<file path="config.mk">
export PLATFORM = sky130hd
export DESIGN_NAME = pcc_pwm
export DESIGN_NICKNAME = d
export VERILOG_FILES = /design/src/pcc_pkg.sv /design/src/pcc_pwm.sv /design/src/pcc_channel.sv
export SDC_FILE = /design/constraint.sdc
export NUM_CORES = 1
export LEC_CHECK = 0
export BUFFER_PORTS_ARGS = -buffer_cell sky130_fd_sc_hd__buf_2
export CAP_MARGIN = 25
export CORE_MARGIN = 1
export CORE_UTILIZATION = 30
export CTS_CLUSTER_SIZE = 8
export DETAILED_ROUTE_END_ITERATION = 8
export GPL_TIMING_DRIVEN = 0
export PLACE_DENSITY = 0.46
export SLEW_MARGIN = 20
export SYNTH_ARGS = -nofsm -noshare
export SYNTH_HDL_FRONTEND = slang
export SYNTH_SLANG_ARGS = --single-unit
</file>
<file path="constraint.sdc">
create_clock -name clock -period 2.4 [get_ports clock]
set_clock_uncertainty 0.05 [all_clocks]
set_input_delay 0.48 -clock clock [delete_from_list [all_inputs] [get_ports clock]]
set_output_delay 0.48 -clock clock [all_outputs]
set_load 0.1 [all_outputs]
</file>
<file path="src/pcc_pkg.sv">
// Functional notes
// - Control bit 7 enables the channel, bit 6 connects waveform to pin.
// - Control bit 5 is read-only and returns the live modulated output.
// - Control bit 4 set makes the output active-low, clear active-high.
// - Control bits 3 to 0 ignore writes and read as zero.
// - Duty high register holds the eight upper duty bits, read/write.
// - Duty low bits 7:6 hold two lower duty bits; bits 5:0 read zero.
// - Control bits reset to zero; duty registers keep value across reset.
// - Two identical channels with own registers share one timer and period.
// - Output goes active at timer restart, inactive when extended timer equals duty.
// - Duty at or above period value never clears the output.
// - Duty writes are buffered and take effect at timer-period match.
// - Zero duty keeps the output inactive at period start.
package pcc_pkg;
   localparam int          PCC_CHANNELS   = 2;
   localparam int          PCC_ADDR_W     = 3;
   // Register index: channel * 4 + register
   localparam logic [1:0]  PCC_REG_CTRL   = 2'h0;
   localparam logic [1:0]  PCC_REG_DUTY_H = 2'h1;
   localparam logic [1:0]  PCC_REG_DUTY_L = 2'h2;
   localparam logic [1:0]  PCC_REG_PERIOD = 2'h3;
   localparam int          PCC_BIT_EN     = 7;
   localparam int          PCC_BIT_OE     = 6;
   localparam int          PCC_BIT_OUT    = 5;
   localparam int          PCC_BIT_POL    = 4;
   localparam logic [7:0]  PCC_CTRL_RESET = 8'h00;
   localparam logic [7:0]  PCC_PERIOD_RST = 8'hff;
   localparam logic [1:0]  PCC_PRESCALE_RST = 2'h0;

   typedef struct packed {
      logic                    wr;
      logic                    rd;
      logic [PCC_ADDR_W-1:0]   addr;
      logic [7:0]              wdata;
   } pcc_bus_t;

   typedef struct packed {
      logic       restart;
      logic [7:0] timer;
      logic [1:0] frac;
      logic       match;
   } pcc_base_t;
endpackage

</file>
<file path="src/pcc_pwm.sv">
// The address map and strobed register access were left to the implementer.
`timescale 1ns/100ps
module pcc_pwm #(
   parameter int CHANNELS = pcc_pkg::PCC_CHANNELS
) (
   // Clock and reset
   input  wire logic                          clock,
   input  wire logic                          reset,
   // Register port
   input  wire logic [pcc_pkg::PCC_ADDR_W:0]  addr,
   input  wire logic [7:0]                    wdata,
   input  wire logic                          wr,
   input  wire logic                          rd,
   output logic [7:0]                         rdata_q,
   // Pins
   output logic [CHANNELS-1:0]                pin_out,
   output logic [CHANNELS-1:0]                pin_oe
);
   logic [7:0]          period_q, period_d;
   logic [7:0]          timer_q, timer_d;
   logic [1:0]          frac_q, frac_d;
   logic [7:0]          rdata_d;
   pcc_pkg::pcc_base_t  base;
   logic [7:0]          ctrl_rd [CHANNELS];
   logic [7:0]          dh      [CHANNELS];
   logic [1:0]          dl      [CHANNELS];
   logic [1:0]          reg_sel;
   logic                ch_sel;

   assign reg_sel = addr[1:0];
   assign ch_sel  = addr[2];

   // shared time base: two fraction bits extend the 8-bit timer
   always_comb begin
      frac_d   = frac_q + 2'h1;
      timer_d  = timer_q;
      period_d = period_q;
      if (frac_q == 2'h3) begin
         timer_d = (timer_q == period_q) ? 8'h00 : timer_q + 8'h01;
      end
      if (wr && reg_sel == pcc_pkg::PCC_REG_PERIOD && !addr[3]) begin
         period_d = wdata;
      end
   end

   assign base.timer   = timer_q;
   assign base.frac    = frac_q;
   assign base.match   = (timer_q == period_q);
   assign base.restart = base.match && frac_q == 2'h3;

   always_ff @(posedge clock) begin
      if (reset) begin
         timer_q  <= 8'h00;
         frac_q   <= pcc_pkg::PCC_PRESCALE_RST;
         period_q <= pcc_pkg::PCC_PERIOD_RST;
      end else begin
         timer_q  <= timer_d;
         frac_q   <= frac_d;
         period_q <= period_d;
      end
   end

   for (genvar i = 0; i < CHANNELS; i++) begin : g_ch
      logic hit;
      assign hit = wr && !addr[3] && ch_sel == 1'(i);
      pcc_channel u_ch (
         .clock     (clock),
         .reset     (reset),
         .ctrl_we   (hit && reg_sel == pcc_pkg::PCC_REG_CTRL),
         .dh_we     (hit && reg_sel == pcc_pkg::PCC_REG_DUTY_H),
         .dl_we     (hit && reg_sel == pcc_pkg::PCC_REG_DUTY_L),
         .wdata     (wdata),
         .base      (base),
         .period    (period_q),
         .ctrl_rd   (ctrl_rd[i]),
         .dh_q      (dh[i]),
         .dl_q      (dl[i]),
         .pin_out_q (pin_out[i]),
         .pin_oe_q  (pin_oe[i])
      );
   end

   // Unmapped addresses read zero
   always_comb begin
      rdata_d = 8'h00;
      if (rd && !addr[3]) begin
         case (reg_sel)
            pcc_pkg::PCC_REG_CTRL:   rdata_d = ctrl_rd[ch_sel];
            pcc_pkg::PCC_REG_DUTY_H: rdata_d = dh[ch_sel];
            pcc_pkg::PCC_REG_DUTY_L: rdata_d = {dl[ch_sel], 6'h00};
            pcc_pkg::PCC_REG_PERIOD: rdata_d = period_q;
            default:                 rdata_d = 8'h00;
         endcase
      end
   end

   always_ff @(posedge clock) begin
      if (reset) begin
         rdata_q <= 8'h00;
      end else begin
         rdata_q <= rdata_d;
      end
   end

   a_timer_wrap: assert property (@(posedge clock) disable iff (reset) base.restart |=> timer_q == 8'h00)
      else $error("timer did not restart");
   a_rd_zero: assert property (@(posedge clock) disable iff (reset) !$past(rd) |-> rdata_q == 8'h00)
      else $error("read data outside read cycle");
   c_restart: cover property (@(posedge clock) disable iff (reset) base.restart);
endmodule

</file>
<file path="src/pcc_channel.sv">
`timescale 1ns/100ps
module pcc_channel (
   // Clock and reset
   input  wire logic              clock,
   input  wire logic              reset,
   // Register writes
   input  wire logic              ctrl_we,
   input  wire logic              dh_we,
   input  wire logic              dl_we,
   input  wire logic [7:0]        wdata,
   // Shared time base
   input  wire pcc_pkg::pcc_base_t base,
   input  wire logic [7:0]        period,
   // State
   output logic [7:0]             ctrl_rd,
   output logic [7:0]             dh_q,
   output logic [1:0]             dl_q,
   output logic                   pin_out_q,
   output logic                   pin_oe_q
);
   logic [3:0] ctrl_q, ctrl_d;
   logic [7:0] dh_d;
   logic [1:0] dl_d;
   logic [9:0] buf_q, buf_d;
   logic       wave_q, wave_d, pin_out_d, pin_oe_d;
   logic       en, oe, pol;

   assign en  = ctrl_q[3];
   assign oe  = ctrl_q[2];
   assign pol = ctrl_q[0];
   assign ctrl_rd = {ctrl_q[3:2], pin_out_q, ctrl_q[0], 4'h0};

   always_comb begin
      ctrl_d    = ctrl_q;
      dh_d      = dh_q;
      dl_d      = dl_q;
      buf_d     = buf_q;
      wave_d    = wave_q;
      if (ctrl_we) begin
         ctrl_d = {wdata[pcc_pkg::PCC_BIT_EN], wdata[pcc_pkg::PCC_BIT_OE], 1'b0, wdata[pcc_pkg::PCC_BIT_POL]};
      end
      if (dh_we) begin
         dh_d = wdata;
      end
      if (dl_we) begin
         dl_d = wdata[7:6];
      end
      if (!en) begin
         wave_d = 1'b0;
      end else if (base.restart) begin
         buf_d  = {dh_q, dl_q};
         wave_d = ({dh_q, dl_q} != 10'h000);
      end else if ({base.timer, base.frac} + 10'h001 == buf_q && buf_q[9:2] < period) begin
         // clear on match below period
         // Next time base is compared so the registered output is low in the matching count
         wave_d = 1'b0;
      end
      pin_out_d = wave_d ^ ctrl_d[0];
      // drive only while enabled and connected
      pin_oe_d  = ctrl_d[3] & ctrl_d[2];
   end

   always_ff @(posedge clock) begin
      if (reset) begin
         ctrl_q    <= 4'h0;
         wave_q    <= 1'b0;
         pin_out_q <= 1'b0;
         pin_oe_q  <= 1'b0;
      end else begin
         ctrl_q    <= ctrl_d;
         wave_q    <= wave_d;
         pin_out_q <= pin_out_d;
         pin_oe_q  <= pin_oe_d;
      end
      dh_q  <= dh_d;
      dl_q  <= dl_d;
      buf_q <= buf_d;
   end

   // Assertions
   a_ctrl_low_zero: assert property (@(posedge clock) disable iff (reset) ctrl_rd[3:0] == 4'h0)
      else $error("control low bits not zero");
   a_oe_gate: assert property (@(posedge clock) disable iff (reset) pin_oe_q == (en && oe))
      else $error("pin driven while not enabled");
   a_pol_idle: assert property (@(posedge clock) disable iff (reset) !en && $past(!en) |-> pin_out_q == pol)
      else $error("disabled output not at inactive level");
   a_zero_duty: assert property (@(posedge clock) disable iff (reset)
      en && base.restart && {dh_q, dl_q} == 10'h000 && !ctrl_we |=> wave_q == 1'b0)
      else $error("zero duty went active");
   a_buf_load: assert property (@(posedge clock) disable iff (reset)
      en && base.restart |=> buf_q == $past({dh_q, dl_q}))
      else $error("duty buffer not loaded");
   a_dh_write: assert property (@(posedge clock) dh_we |=> dh_q == $past(wdata))
      else $error("duty high not written");
   c_active: cover property (@(posedge clock) disable iff (reset) en && !wave_q ##1 wave_q);
   c_clear: cover property (@(posedge clock) disable iff (reset) wave_q ##1 en && !wave_q);
   c_inverted: cover property (@(posedge clock) disable iff (reset) pin_oe_q && pol);
endmodule

</file>
==> After elaboration in Yosys (flattened, before gate mapping) <==
Index checks and enable logic that the tools add are counted.
{ "op_classes": {"n_shift": 0, "magnitude_cmp": 3, "eq_ne": 7, "n_mul": 0, "reduce_logical": 22, "n_bitwise": 7, "muxes": 19, "add_sub_neg": 3, "div_mod_pow": 0} }
{ "op_table": {"columns": ["cell", "n"], "rows": [
  ["8-bit two-way mux", 7],
  ["8-bit one-hot mux with 4 select lines", 1],
  ["10-bit == test", 2],
  ["10-bit nonzero test", 2],
  ["8-bit < comparator", 2],
  ["1-bit logical AND", 15],
  ["10-bit by 1-bit adder with 10-bit output, second input constant", 1],
  ["8-bit by 1-bit adder with 8-bit output, second input constant", 1],
  ["8-bit == test", 1],
  ["4-bit two-way mux", 2],
  ["2-bit == test, second input constant", 3],
  ["1-bit two-way mux", 6],
  ["2-bit two-way mux", 3],
  ["2-bit AND reduction", 2],
  ["2-bit by 1-bit adder with 2-bit output, second input constant", 1],
  ["1-bit AND", 2],
  ["2-bit by 1-bit == test with 1-bit output, second input constant", 1],
  ["2-bit >= comparator, second input constant", 1],
  ["2-bit logical NOT", 1],
  ["1-bit NOT", 2],
  ["1-bit NOT with 2-bit output", 1],
  ["2-bit OR reduction", 1],
  ["1-bit XOR", 2],
  ["1-bit logical NOT", 1]
]} }
{ "totals": {"mem_bits_ro": 0, "latchBits": 0, "mem_count": 0, "ramBits": 0, "elab_cells": 79, "ff_bits": 78} }

==> Longest topological paths before layout <==
Gate-level depths: netlist (run 1).
{ "depth": {"ltp_word": 7, "depth_mapped": 9, "ltp_nobuf": 9} }

==> Modules after synthesis <==
Synthesis (run 1) repeated with hierarchy kept, for this count alone.
{ "unflattened": {"cells_unflattened": 402, "hier_area_um2": 4234.1} }
{ "modules_own_cells": {"columns": ["mod", "seq_area_each_um2", "n_inst", "area_per_inst_um2", "cells_each"], "rows": [
  ["pcc_channel", 720.7, 2, 1383.8, 116],
  ["pcc_pwm", 520.5, 1, 1466.4, 170]
]} }

==> Worst setup path before layout (run 1) <==
Ideal clock, no wire load.
{ "synth_path": {"path_type": "reg2reg", "from": "register frac_q[0]", "to": "register g_ch[0].u_ch.pin_out_q", "path_stages_with_launch": 9, "slack_ns": -0.141, "synth_period_minus_slack_ns": 2.541, "setup_ns": 0.123, "arrival_ns": 2.368, "t_required_ns": 2.227, "n_path_buf": 0, "cell_sequence": "dfxtp_1 -> ha_1 -> xor2_1 -> a2111oi_2 -> nand3_1 -> or4_1 -> a2111oi_2 -> a31oi_1 -> mux2_1"} }
{ "synth_via": {"elab_chain_cells": 7, "word_cells_on_any_way": 9} }
{ "synth_lines": {"columns": ["item", "line", "text"], "rows": [
  ["start: declaration", "pcc_pwm.sv:21", "logic [1:0] frac_q, frac_d;"],
  ["start signal: assignment", "pcc_pwm.sv:54", "frac_q <= pcc_pkg::PCC_PRESCALE_RST;"],
  ["start signal: assignment", "pcc_pwm.sv:58", "frac_q <= frac_d;"],
  ["10-bit by 1-bit adder with 10-bit output", "pcc_channel.sv:53", "end else if ({base.timer, base.frac} + 10'h001 == buf_q && buf_q[9:2] < period) begin"],
  ["10-bit == test", "pcc_channel.sv:53", null],
  ["1-bit logical AND", "pcc_channel.sv:53", null],
  ["1-bit two-way mux", "pcc_channel.sv:53", null],
  ["1-bit two-way mux *", "pcc_channel.sv:50", "end else if (base.restart) begin"],
  ["1-bit two-way mux *", "pcc_channel.sv:48", "if (!en) begin"],
  ["1-bit XOR *", "pcc_channel.sv:58", "pin_out_d = wave_d ^ ctrl_d[0];"],
  ["end signal: assignment", "pcc_channel.sv:72", "pin_out_q <= pin_out_d;"],
  ["end: declaration", "pcc_channel.sv:18", "output logic pin_out_q,"]
]} }
Mark *: on every way between the ends. The rest lies on a longest branch, timed or not.
A chain may end at the register's enable or synchronous reset.

==> Worst setup path in the final report (run 1) <==
Same ends and word-level chain as after synthesis.

==> flow_metrics.py, run 1 <==
metrics = {
    "synth": {
        "synth_seq_area_share_pct": 50.30,
        "synth_edf_count": 40,
        "yosysWarnings": 0,
        "ys.flop_type": "edfxtp_1",
        "netlist_area_sq_um": 3900,
        "syn_nets": 397,
        "synth.avg_cell_area_sq_um": 10.68,
        "ys_async_sr_fraction_pct": 0,
        "yosysUniqueCellTypes": 50,
        "synth_seq_cells": 78,
        "syn_inst": 365,
    },
    "outcome": {
        "outcome": "complete, but fails checks",
        "failed_checks": "setup timing",
    },
    "cts": {
        "ctsHoldBuffers": 0,
        "htree_levels": 3,
        "clock_path_buffers": 2,
        "cts_made_buffers": 9,
        "clock_latency_ns": 0.34,
        "cts_tree": "yes",
        "cts-root-buf": "clkbuf_16",
        "path_clk_slew_ns": 0.06,
        "cts_sinks": 78,
    },
    "placed_design": {
        "place_area_sq_um": 4272,
        "place.gp.congestion": 0.7641,
        "port-buffer-count": 26,
        "hpwlAfterDp_microns": 7639,
    },
    "die": {
        "ios": 28,
        "num_rows": 41,
        "dieArea_sq_um": 13460,
        "die_h_microns": 116.0,
        "core_area_sq_um": 12670,
        "die_x_microns": 116.0,
        "initial_utilization_pct": 30.78,
    },
    "drt": {
        "ant_nets": 0,
        "drtIter0Drc": 151,
        "wl_per_cell_microns": 17.58,
        "routed_wirelength_microns": 10350,
        "drtPass1Iterations": 4,
        "vias_per_cell": 4.813,
        "drc_errors": 0,
        "vias": 2835,
    },
    "setup_path": {
        "slowest_stage": "or4_4",
        "crit_type": "reg -> reg",
        "cp.required_ns": 2.57,
        "crit_fanout": 2,
        "slowest_delay_ns": 0.45,
        "worstPathCellList": "ha_4, xor2_2, a2111oi_4, nand3_1, or4_4, a2111oi_4, a31oi_2, mux2_4",
        "r2r_end": "g_ch[0].u_ch.pin_out_q",
        "crit_path_frequent_cell": "a2111oi_4",
        "crit_arrival_ns": 2.74,
        "critPathTopFamily": "compound AO/OA/AOI/OAI gates",
        "r2r-start": "frac_q[0]",
        "start_kind": "register",
        "crit_cells": 8,
        "cp-end-kind": "register",
        "ff2ff_path_depth": 8,
        "reg2reg_slack_ns": -0.17,
        "cp-endpoint": "g_ch[0].u_ch.pin_out_q",
        "path_buf_inv": 0,
        "crit_start": "frac_q[0]",
    },
    "layout": {
        "drive_above_1_share_pct": 25.90,
        "finish.instance_area_sq_um": 4876,
        "syn_to_final_growth_pct": 25.02,
        "nets": 444,
        "n_antenna_cell": 0,
    },
    "pwr": {
        "cellPowerDensity_nw_per_um2": 615.2,
        "p_switching_w": 0.0006956,
        "p_leak_nw": 1.927,
        "swShare_pct": 23.19,
        "pwr-share-seq_pct": 47.9,
        "combPwrFrac_pct": 7.6,
        "power_w": 0.003000,
        "ir_drop_mv": 0.3037,
        "internal-power_w": 0.002304,
        "p_clk_share_pct": 44.5,
    },
    "timing": {
        "grt_setup_unrepaired": "true",
        "timing.final.crit_period_ns": 2.572,
        "fin_crit_sh_pct": 107.2,
        "final.setup.worst_slack_ns": -0.1723,
        "setup_viol": 3,
        "finalSetupTns_ns": -0.2007,
        "clock.fmax_mhz": 388.8,
        "relSlewSlack_pct": 47.22,
        "finalMaxSlewViolations": 0,
        "finalHoldViolations": 0,
        "worst_slew_pin_slew_ns": 0.7888,
    },
    "global_route": {
        "grt_util_all_layers_pct": 16.46,
        "grt_pass1_wl_microns": 15830,
        "grt_pass1_vias": 2841,
        "grt_max_degree": 14,
        "grt_overflow": 0,
        "antenna_found_initial": 0,
    },
    "job": {
        "maxCapViolations": 0,
    },
    "min_path": {
        "hold_class": "in -> reg",
    },
}
[kinds of logic (layout without fill, tap and decap cells)]
family | Yosys count | in the layout | synth area share, %
AOI/OAI and AO/OA | 46 | 46 | 8.116
xor gates and xnor gates | 32 | 32 | 7.732
and+or+nand+nor | 141 | 141 | 18.54
muxes | 22 | 22 | 6.448
buffers and inverters | 30 | 82 | 3.722
DFF | 78 | 78 | 50.30
adders and majority gates | 16 | 16 | 5.133
[cells in the mapped netlist (all sizes together) (6+ instances only)]
cell type / instances / area, sq um
edfxtp: 40 / 1201
dfxtp: 38 / 760.7
nor2: 37 / 138.9
nand2: 30 / 120.1
xnor2: 18 / 165.2
ha: 16 / 200.2
mux2i: 15 / 150.1
buf: 14 / 85.08
xor2: 13 / 113.9
nand3: 11 / 55.05
nand3b: 11 / 82.58
a211oi: 9 / 67.56
a21oi: 9 / 45.04
nand2b: 9 / 56.30
nor2b: 9 / 56.30
o21ai: 9 / 45.04
clkbuf: 8 / 30.03
inv: 8 / 30.03
nor3: 8 / 40.04
nor4: 6 / 37.54
[per-stage QoR]
stage                     utilization [%]  setup slack [ns]  cells  hold slack, ns
after CTS                           37.27           -0.2639    584          0.2818
after floorplan                         -          -0.04262    365          0.3859
after global placement              33.71           -0.6518    563          0.4147
final                               38.48           -0.1723    589          0.2942
after detailed placement            33.71           -0.6367    563          0.4148
after global routing                38.48           -0.2533    589          0.2959
[power groups by stage]
stage / logic (W) / registers (W) / clock network (W)
global placement: 0.000199 / 0.00147 / 0
finish: 0.000229 / 0.00144 / 0.00133
CTS: 0.000219 / 0.00144 / 0.00137
floorplan: 0.000118 / 0.00148 / 0
detailed placement: 0.000200 / 0.00147 / 0
global route: 0.000250 / 0.00144 / 0.00142
[cell usage in the layout, fill, tap and decap left out, types with 10 or more instances in the layout]
cell      count
edfxtp_1     40
xor2_1       11
nand3b_1     11
buf_4        16
nor2_1       35
mux2i_1      15
buf_2        27
xnor2_1      17
nand3_1      10
nand2_1      29
dfxtp_1      29
ha_1         12
[sequential cells by signal, indices dropped and copies added, names as in the netlist]
| register | cells |
|---|---|
| frac_q | 2 |
| g_ch.u_ch.buf_q | 20 |
| g_ch.u_ch.ctrl_q | 6 |
| g_ch.u_ch.dh_q | 16 |
| g_ch.u_ch.dl_q | 4 |
| g_ch.u_ch.pin_oe_q | 2 |
| g_ch.u_ch.pin_out_q | 2 |
| g_ch.u_ch.wave_q | 2 |
| period_q | 8 |
| rdata_q | 8 |
| timer_q | 8 |
[final cells by class]
type | instances | area [sq um]
Multi-Input combinational cell | 257 | 2021
Clock inverter | 7 | 63.81
Buffer | 21 | 120.1
Inverter | 8 | 30.03
Timing Repair Buffer | 37 | 212.7
Fill cell | 1259 | 7795
Clock buffer | 9 | 225.2
Tap cell | 172 | 215.2
Sequential cell | 78 | 1988
[timing repair]
item / 4_1_cts / 5_1_grt
gates resized for setup: 28 / 29
pin swaps: 12 / 10
endpoints found under the setup margin: 32 / 12
setup buffers: 5 / 6
[worst min path at each step]
stage	slack, ns	startpoint	endpoint	cells after the start
6_report	0.29	wdata[5]	g_ch[0].u_ch.dh_q[5]	1
5_1_grt	0.30	wdata[5]	g_ch[0].u_ch.dh_q[5]	1
4_1_cts	0.28	wdata[5]	g_ch[0].u_ch.dh_q[5]	1
3_5_place_dp	0.41	g_ch[1].u_ch.dh_q[6]	g_ch[1].u_ch.buf_q[8]	0
3_3_place_gp	0.41	g_ch[1].u_ch.dh_q[7]	g_ch[1].u_ch.buf_q[9]	0
2_1_floorplan	0.39	g_ch[1].u_ch.dh_q[7]	g_ch[1].u_ch.buf_q[9]	0
[metal layers]
metal,part of all wire (%),wire length (microns),global-route usage (%),up-vias
met5,0,0,0,-
met4,3.3,340,9.915,0
met3,2.3,240,2.510,23
met2,46,4773,25.48,55
met1,48,4999,21.73,1358
li1,-,-,-,1399
Power figures use the tool's default switching activity.
==> inputs of run 2 (changes only) <==
--- a/config.mk
+++ b/config.mk
@@ -16,4 +16,5 @@
 export SLEW_MARGIN = 20
 export SYNTH_ARGS = -nofsm -noshare
 export SYNTH_HDL_FRONTEND = slang
+export SYNTH_HIERARCHICAL = 1
 export SYNTH_SLANG_ARGS = --single-unit
==> run 2 against run 1 <==
  * The run now ends clean
  * Largest cell class unchanged
  * Die area up 8.3%
  * Synthesized cell count up 9.9%
  * Non-clock buffer count up 8
  * Total power increased by 2.2%
  * First-iteration DRC count increased by 37%
==> flow_metrics.py, run 2 <==
metrics = {
    "drt": {
        "wl_per_cell_microns": 18.20,
        "routed_wirelength_microns": 11770,
        "vias": 3297,
        "ant_nets": 0,
        "vias_per_cell": 5.096,
        "drtIter0Drc": 207,
        "drc_errors": 0,
        "drtPass1Iterations": 4,
    },
    "placed_design": {
        "hpwlAfterDp_microns": 8333,
        "place_area_sq_um": 4624,
        "place.gp.congestion": 0.7763,
        "place_inst": 613,
        "port-buffer-count": 26,
    },
    "global_route": {
        "grt_overflow": 0,
        "grt_pass1_wl_microns": 18230,
        "grt_max_degree": 17,
        "grt_pass1_vias": 3207,
        "antenna_found_initial": 0,
        "grt_util_all_layers_pct": 17.08,
    },
    "layout": {
        "syn_to_final_growth_pct": 23.57,
        "nets": 496,
        "largest_register_ff_count": 20,
        "drive_above_1_share_pct": 27.19,
        "largest-register": "g_ch.u_ch/buf_q",
        "final_cell_mix": "edfxtp_1, nand2_1, buf_2, buf_4, xnor2_1",
        "layout_commonest_cell": "edfxtp_1",
        "n_antenna_cell": 0,
        "finish.instance_area_sq_um": 5228,
        "final_util_pct": 37.81,
        "reg.largest.list": "g_ch.u_ch/buf_q (20), g_ch.u_ch/dh_q (16)",
        "finalNonFillerCells": 647,
    },
    "cts": {
        "cts_tree": "yes",
        "cts_made_buffers": 9,
        "clock_path_buffers": 2,
        "htree_levels": 3,
        "ctsHoldBuffers": 0,
        "clock_latency_ns": 0.33,
        "path_clk_slew_ns": 0.06,
        "cts-root-buf": "clkbuf_16",
        "cts_sinks": 78,
    },
    "timing": {
        "setup_viol": 0,
        "worst_slew_pin_slew_ns": 0.7195,
        "clock.fmax_mhz": 430.3,
        "relSlewSlack_pct": 51.82,
        "finalMaxSlewViolations": 0,
        "finalSetupTns_ns": 0,
        "hold_ws_ns": 0.3027,
        "finalHoldViolations": 0,
        "fin_crit_sh_pct": 96.84,
        "timing.final.crit_period_ns": 2.324,
        "grt_setup_unrepaired": "true",
    },
    "setup_path": {
        "crit_arrival_ns": 2.47,
        "crit_start": "period_q[5]",
        "start_kind": "register",
        "r2r-start": "period_q[5]",
        "cp.required_ns": 2.54,
        "crit_fanout": 5,
        "crit_type": "reg -> reg",
        "cp-end-kind": "register",
    },
    "min_path": {
        "hold_class": "in -> reg",
        "hp-start": "wdata[3]",
    },
    "die": {
        "initial_utilization_pct": 30.59,
        "dieArea_sq_um": 14580,
        "num_rows": 43,
        "ios": 28,
        "core_area_sq_um": 13830,
        "die_x_microns": 120.7,
        "die_h_microns": 120.7,
    },
    "synth": {
        "synth.avg_cell_area_sq_um": 10.55,
        "netlist_area_sq_um": 4230,
        "syn_inst": 401,
        "yosysWarnings": 6,
    },
    "pwr": {
        "cellPowerDensity_nw_per_um2": 586.5,
        "p_leak_nw": 2.099,
        "ir_drop_mv": 0.4312,
    },
    "job": {
        "maxCapViolations": 0,
    },
    "outcome": {
        "outcome": "finished clean",
    },
}
==> run 2: report_power, final <==
part / internal (W) / switching, W / leakage [nW]
clock network: 0.000814 / 0.000556 / 0.142
registers: 0.00141 / 0.0000280 / 0.675
logic: 0.000104 / 0.000160 / 1.28
==> run 2: path summary, 6_finish.rpt <==
path | depth (start not counted) | slack [ns] | endpoint
max | 10 | 0.08 | g_ch[1].u_ch/pin_out_q
min | 1 | 0.30 | g_ch[1].u_ch/dh_q[3]
max reg2reg | 10 | 0.08 | g_ch[1].u_ch/pin_out_q
min reg2reg | 0 | 0.44 | g_ch[0].u_ch/buf_q[0]
==> run 2: worst max-delay path, stage by stage (launching register included) <==
cell,delay (ns)
dfxtp_4,0.38
xnor2_2,0.17
nand4_1,0.16
nor3_4,0.30
buf_6,0.14
nor4b_4,0.17
a31oi_1,0.14
and3b_2,0.25
nor2b_4,0.13
a221oi_2,0.17
nand3_1,0.14
==> run 2: layout make-up <==
cell class,count,area (sq um)
clock buffers,10,229.0
repair buffers,44,272.8
plain buffers,22,146.4
multi-input cells,289,2192
well taps,180,225.2
clock inverters,6,67.56
inverters,18,67.56
flip-flops and latches,78,2027
fillers,1374,8600
==> run 2: repair_timing <==
action / 4_1_cts / 5_1_grt
buffers inserted: 7 / 11
gates cloned: 0 / 0
pin swaps: 5 / 11
resized for setup: 31 / 23
endpoints found under the setup margin: 24 / 2
==> run 2: layer usage <==
metal / up-vias / GRT usage [%] / wire, microns
met2: 97 / 28.70 / 5720
met3: 20 / 3.491 / 530
met5: - / 0 / 0
li1: 1564 / - / -
met4: 0 / 6.944 / 237
met1: 1616 / 21.29 / 5286
==> run 2: metrics by stage <==
stage	power [W]	setup slack (ns)
after CTS	0.003087	0.01783
after global placement	0.001715	-0.7042
after detailed placement	0.001717	-0.7363
final	0.003066	0.07577
after global routing	0.003175	-0.05960
after floorplan	0.001637	0.008545
==> inputs of run 3 (changes only) <==
--- a/config.mk
+++ b/config.mk
@@ -12,7 +12,7 @@
 export CTS_CLUSTER_SIZE = 8
 export DETAILED_ROUTE_END_ITERATION = 8
 export GPL_TIMING_DRIVEN = 0
-export PLACE_DENSITY = 0.46
+export PLACE_DENSITY = 0.44
 export SLEW_MARGIN = 20
 export SYNTH_ARGS = -nofsm -noshare
 export SYNTH_HDL_FRONTEND = slang
==> constraint.sdc (replaced) <==
create_clock -name clock -period 2.3 [get_ports clock]
set_clock_uncertainty 0.05 [all_clocks]
set_input_delay 0.46 -clock clock [delete_from_list [all_inputs] [get_ports clock]]
set_output_delay 0.46 -clock clock [all_outputs]
set_load 0.1 [all_outputs]
==> run 3 against run 2 <==
  * The flow now finishes with violations (DRC)
  * Largest power group unchanged
  * Cell area up 1.2%
  * Clock power about the same
  * Critical endpoint unchanged
  * Combinational power is 13% higher
  * Utilization up 0.44 points
  * Register-to-register slack worse by 0.04 ns
  * Total power is 1.9% higher
  * Sequential power is 4% higher
  * Global-route usage increased by 1.1 points
  * Sequential share of layout area down 0.40 points
  * Wire length is 5.9% higher
  * Maximum frequency grew 2.8%
  * Setup slack lost 0.036 ns
==> flow_metrics.py, run 3 (synthesized netlist as in run 2, its figures left out) <==
metrics = {
    "global_route": {
        "grt_max_degree": 17,
        "grt_pass1_vias": 3152,
        "antenna_found_initial": 0,
        "grt_util_met3_pct": 4.670,
        "grtUsageMet2_pct": 29.45,
        "grt_util_all_layers_pct": 18.17,
        "grt_overflow": 0,
        "grt-busiest-layer": "met2",
        "use_met1_pct": 23.21,
        "grt_pass1_wl_microns": 18860,
    },
    "pwr": {
        "cellPowerDensity_nw_per_um2": 590.6,
        "ir_drop_mv": 0.3798,
        "power_w": 0.003124,
        "combPwrFrac_pct": 9.5,
        "p_switching_w": 0.0007974,
        "p_clk_share_pct": 42.7,
        "pwr-share-seq_pct": 47.7,
        "internal-power_w": 0.002326,
        "p_leak_nw": 2.141,
        "swShare_pct": 25.53,
    },
    "placed_design": {
        "hpwlAfterDp_microns": 8515,
        "place.gp.congestion": 0.7750,
        "port-buffer-count": 26,
        "dp_slack_ns": -0.6563,
    },
    "timing": {
        "final.setup.worst_slack_ns": 0.03982,
        "clock.fmax_mhz": 442.4,
        "worst_slew_pin_slew_ns": 0.6832,
        "hold_ws_ns": 0.2692,
        "setup_viol": 0,
        "relSlewSlack_pct": 54.26,
        "finalSetupTns_ns": 0,
        "grt_setup_unrepaired": "true",
        "finalMaxSlewViolations": 0,
        "finalHoldViolations": 0,
        "fin_crit_sh_pct": 98.27,
        "timing.final.crit_period_ns": 2.260,
    },
    "layout": {
        "nets": 507,
        "syn_to_final_growth_pct": 25.02,
        "reg.largest.list": "g_ch.u_ch/buf_q (20), g_ch.u_ch/dh_q (16)",
        "final_util_pct": 38.25,
        "largest-register": "g_ch.u_ch/buf_q",
        "n_antenna_cell": 0,
        "drive_above_1_share_pct": 28.45,
        "largest_register_ff_count": 20,
        "final_cell_mix": "buf_4, edfxtp_1, nand2_1, buf_2, xnor2_1",
    },
    "setup_path": {
        "crit_arrival_ns": 2.41,
        "ff2ff_path_depth": 9,
        "cp.required_ns": 2.45,
        "r2r-start": "period_q[0]",
        "slowest_delay_ns": 0.38,
        "r2r_end": "g_ch[1].u_ch/pin_out_q",
        "crit_type": "reg -> reg",
        "worstPathCellList": "xnor2_1, nand4_1, nor3_4, nor4b_4, a31oi_1, and3b_2, nor2b_1, a221oi_2, nand3_1",
        "reg2reg_slack_ns": 0.04,
        "crit_fanout": 4,
        "slowest_stage": "dfxtp_4",
        "start_kind": "register",
        "critPathTopFamily": "simple AND/OR/NAND/NOR gates",
        "cp-end-kind": "register",
        "path_buf_inv": 0,
    },
    "die": {
        "num_rows": 43,
        "dieArea_sq_um": 14580,
        "initial_utilization_pct": 30.59,
        "ios": 28,
        "die_h_microns": 120.7,
        "die_x_microns": 120.7,
        "core_area_sq_um": 13830,
    },
    "drt": {
        "drc_errors": 2,
        "routed_wirelength_microns": 12470,
        "drtIter0Drc": 119,
        "ant_nets": 0,
        "vias_per_cell": 4.889,
        "drtPass1Iterations": 6,
        "vias": 3217,
        "wl_per_cell_microns": 18.95,
    },
    "outcome": {
        "outcome": "complete, but fails checks",
        "failed_checks": "DRC",
    },
    "cts": {
        "htree_levels": 3,
        "clock_path_buffers": 2,
        "cts_tree": "yes",
        "path_clk_slew_ns": 0.06,
        "cts_made_buffers": 9,
        "ctsHoldBuffers": 0,
        "cts_sinks": 78,
        "clock_latency_ns": 0.34,
        "cts-root-buf": "clkbuf_16",
    },
    "job": {
        "maxCapViolations": 0,
    },
    "min_path": {
        "hold_depth": 1,
        "whs_endpoint": "g_ch[0].u_ch/dh_q[3]",
        "hp-start": "wdata[3]",
        "hold_class": "in -> reg",
    },
}
## run 3: changes by cell type in the layout (fill, tap and decap cells not counted), moves of 2 or more
| cell | before | now |
|---|---|---|
| buf_4 | 29 | 40 |
| clkinv_2 | 0 | 2 |
| clkinv_4 | 0 | 2 |
| nor2b_1 | 10 | 12 |
| nor2b_4 | 2 | 0 |
| xnor2_1 | 29 | 31 |
| xnor2_2 | 3 | 1 |
## run 3: per-stage QoR
step | instance area (sq um) | std cells
floorplan | 4289 | 407
global placement | 4644 | 613
detailed placement | 4649 | 613
CTS | 5154 | 650
global route | 5289 | 658
finish | 5289 | 658
## run 3: repair_timing
item	CTS	global route
buffers inserted	21	9
pin swaps	6	7
endpoints found under the setup margin	24	2
cloned	0	0
gates resized for setup	27	13
## run 3: worst max-delay path by stage
stage	slack (ns)	start	endpoint	depth (start not counted)
after detailed placement	-0.66	frac_q[0]	g_ch[1].u_ch/pin_out_q	10
after floorplan	0.02	timer_q[0]	g_ch[1].u_ch/pin_out_q	9
final	0.04	period_q[0]	g_ch[1].u_ch/pin_out_q	9
after CTS	0.001	frac_q[0]	g_ch[1].u_ch/pin_out_q	10
after global routing	-0.08	period_q[0]	g_ch[0].u_ch/pin_out_q	9
after global placement	-0.63	frac_q[0]	g_ch[0].u_ch/pin_out_q	10
## run 3: per-layer routing
metal / up-vias / part of all wire [%]
met3: 18 / 4.4
met2: 61 / 47
met5: - / 0
met4: 0 / 1.9
met1: 1554 / 47
li1: 1584 / -
## run 3: area by class of cell
| type | instances | area, sq um |
|---|---|---|
| multi-input cells | 289 | 2175 |
| flip-flops and latches | 78 | 2029 |
| repair buffers | 56 | 371.6 |
| plain buffers | 21 | 146.4 |
| clock buffers | 10 | 229.0 |
| well taps | 180 | 225.2 |
| fillers | 1362 | 8538 |
| clock inverters | 6 | 45.04 |
| inverters | 18 | 67.56 |
## run 3: power by group through the flow
stage,clock network [W],registers (W),logic (W)
finish,0.00134,0.00149,0.000298
global placement,0,0.00155,0.000236
global route,0.00142,0.00149,0.000327
CTS,0.00137,0.00149,0.000290
detailed placement,0,0.00155,0.000239
floorplan,0,0.00157,0.000141
## run 3: worst reg2reg max path, delay by kind of cell (launching register included)
family          cells  cell delay [ns]
compound gates      2             0.33
simple gates        6             1.22
xor+xnor            1             0.15
flops               1             0.38
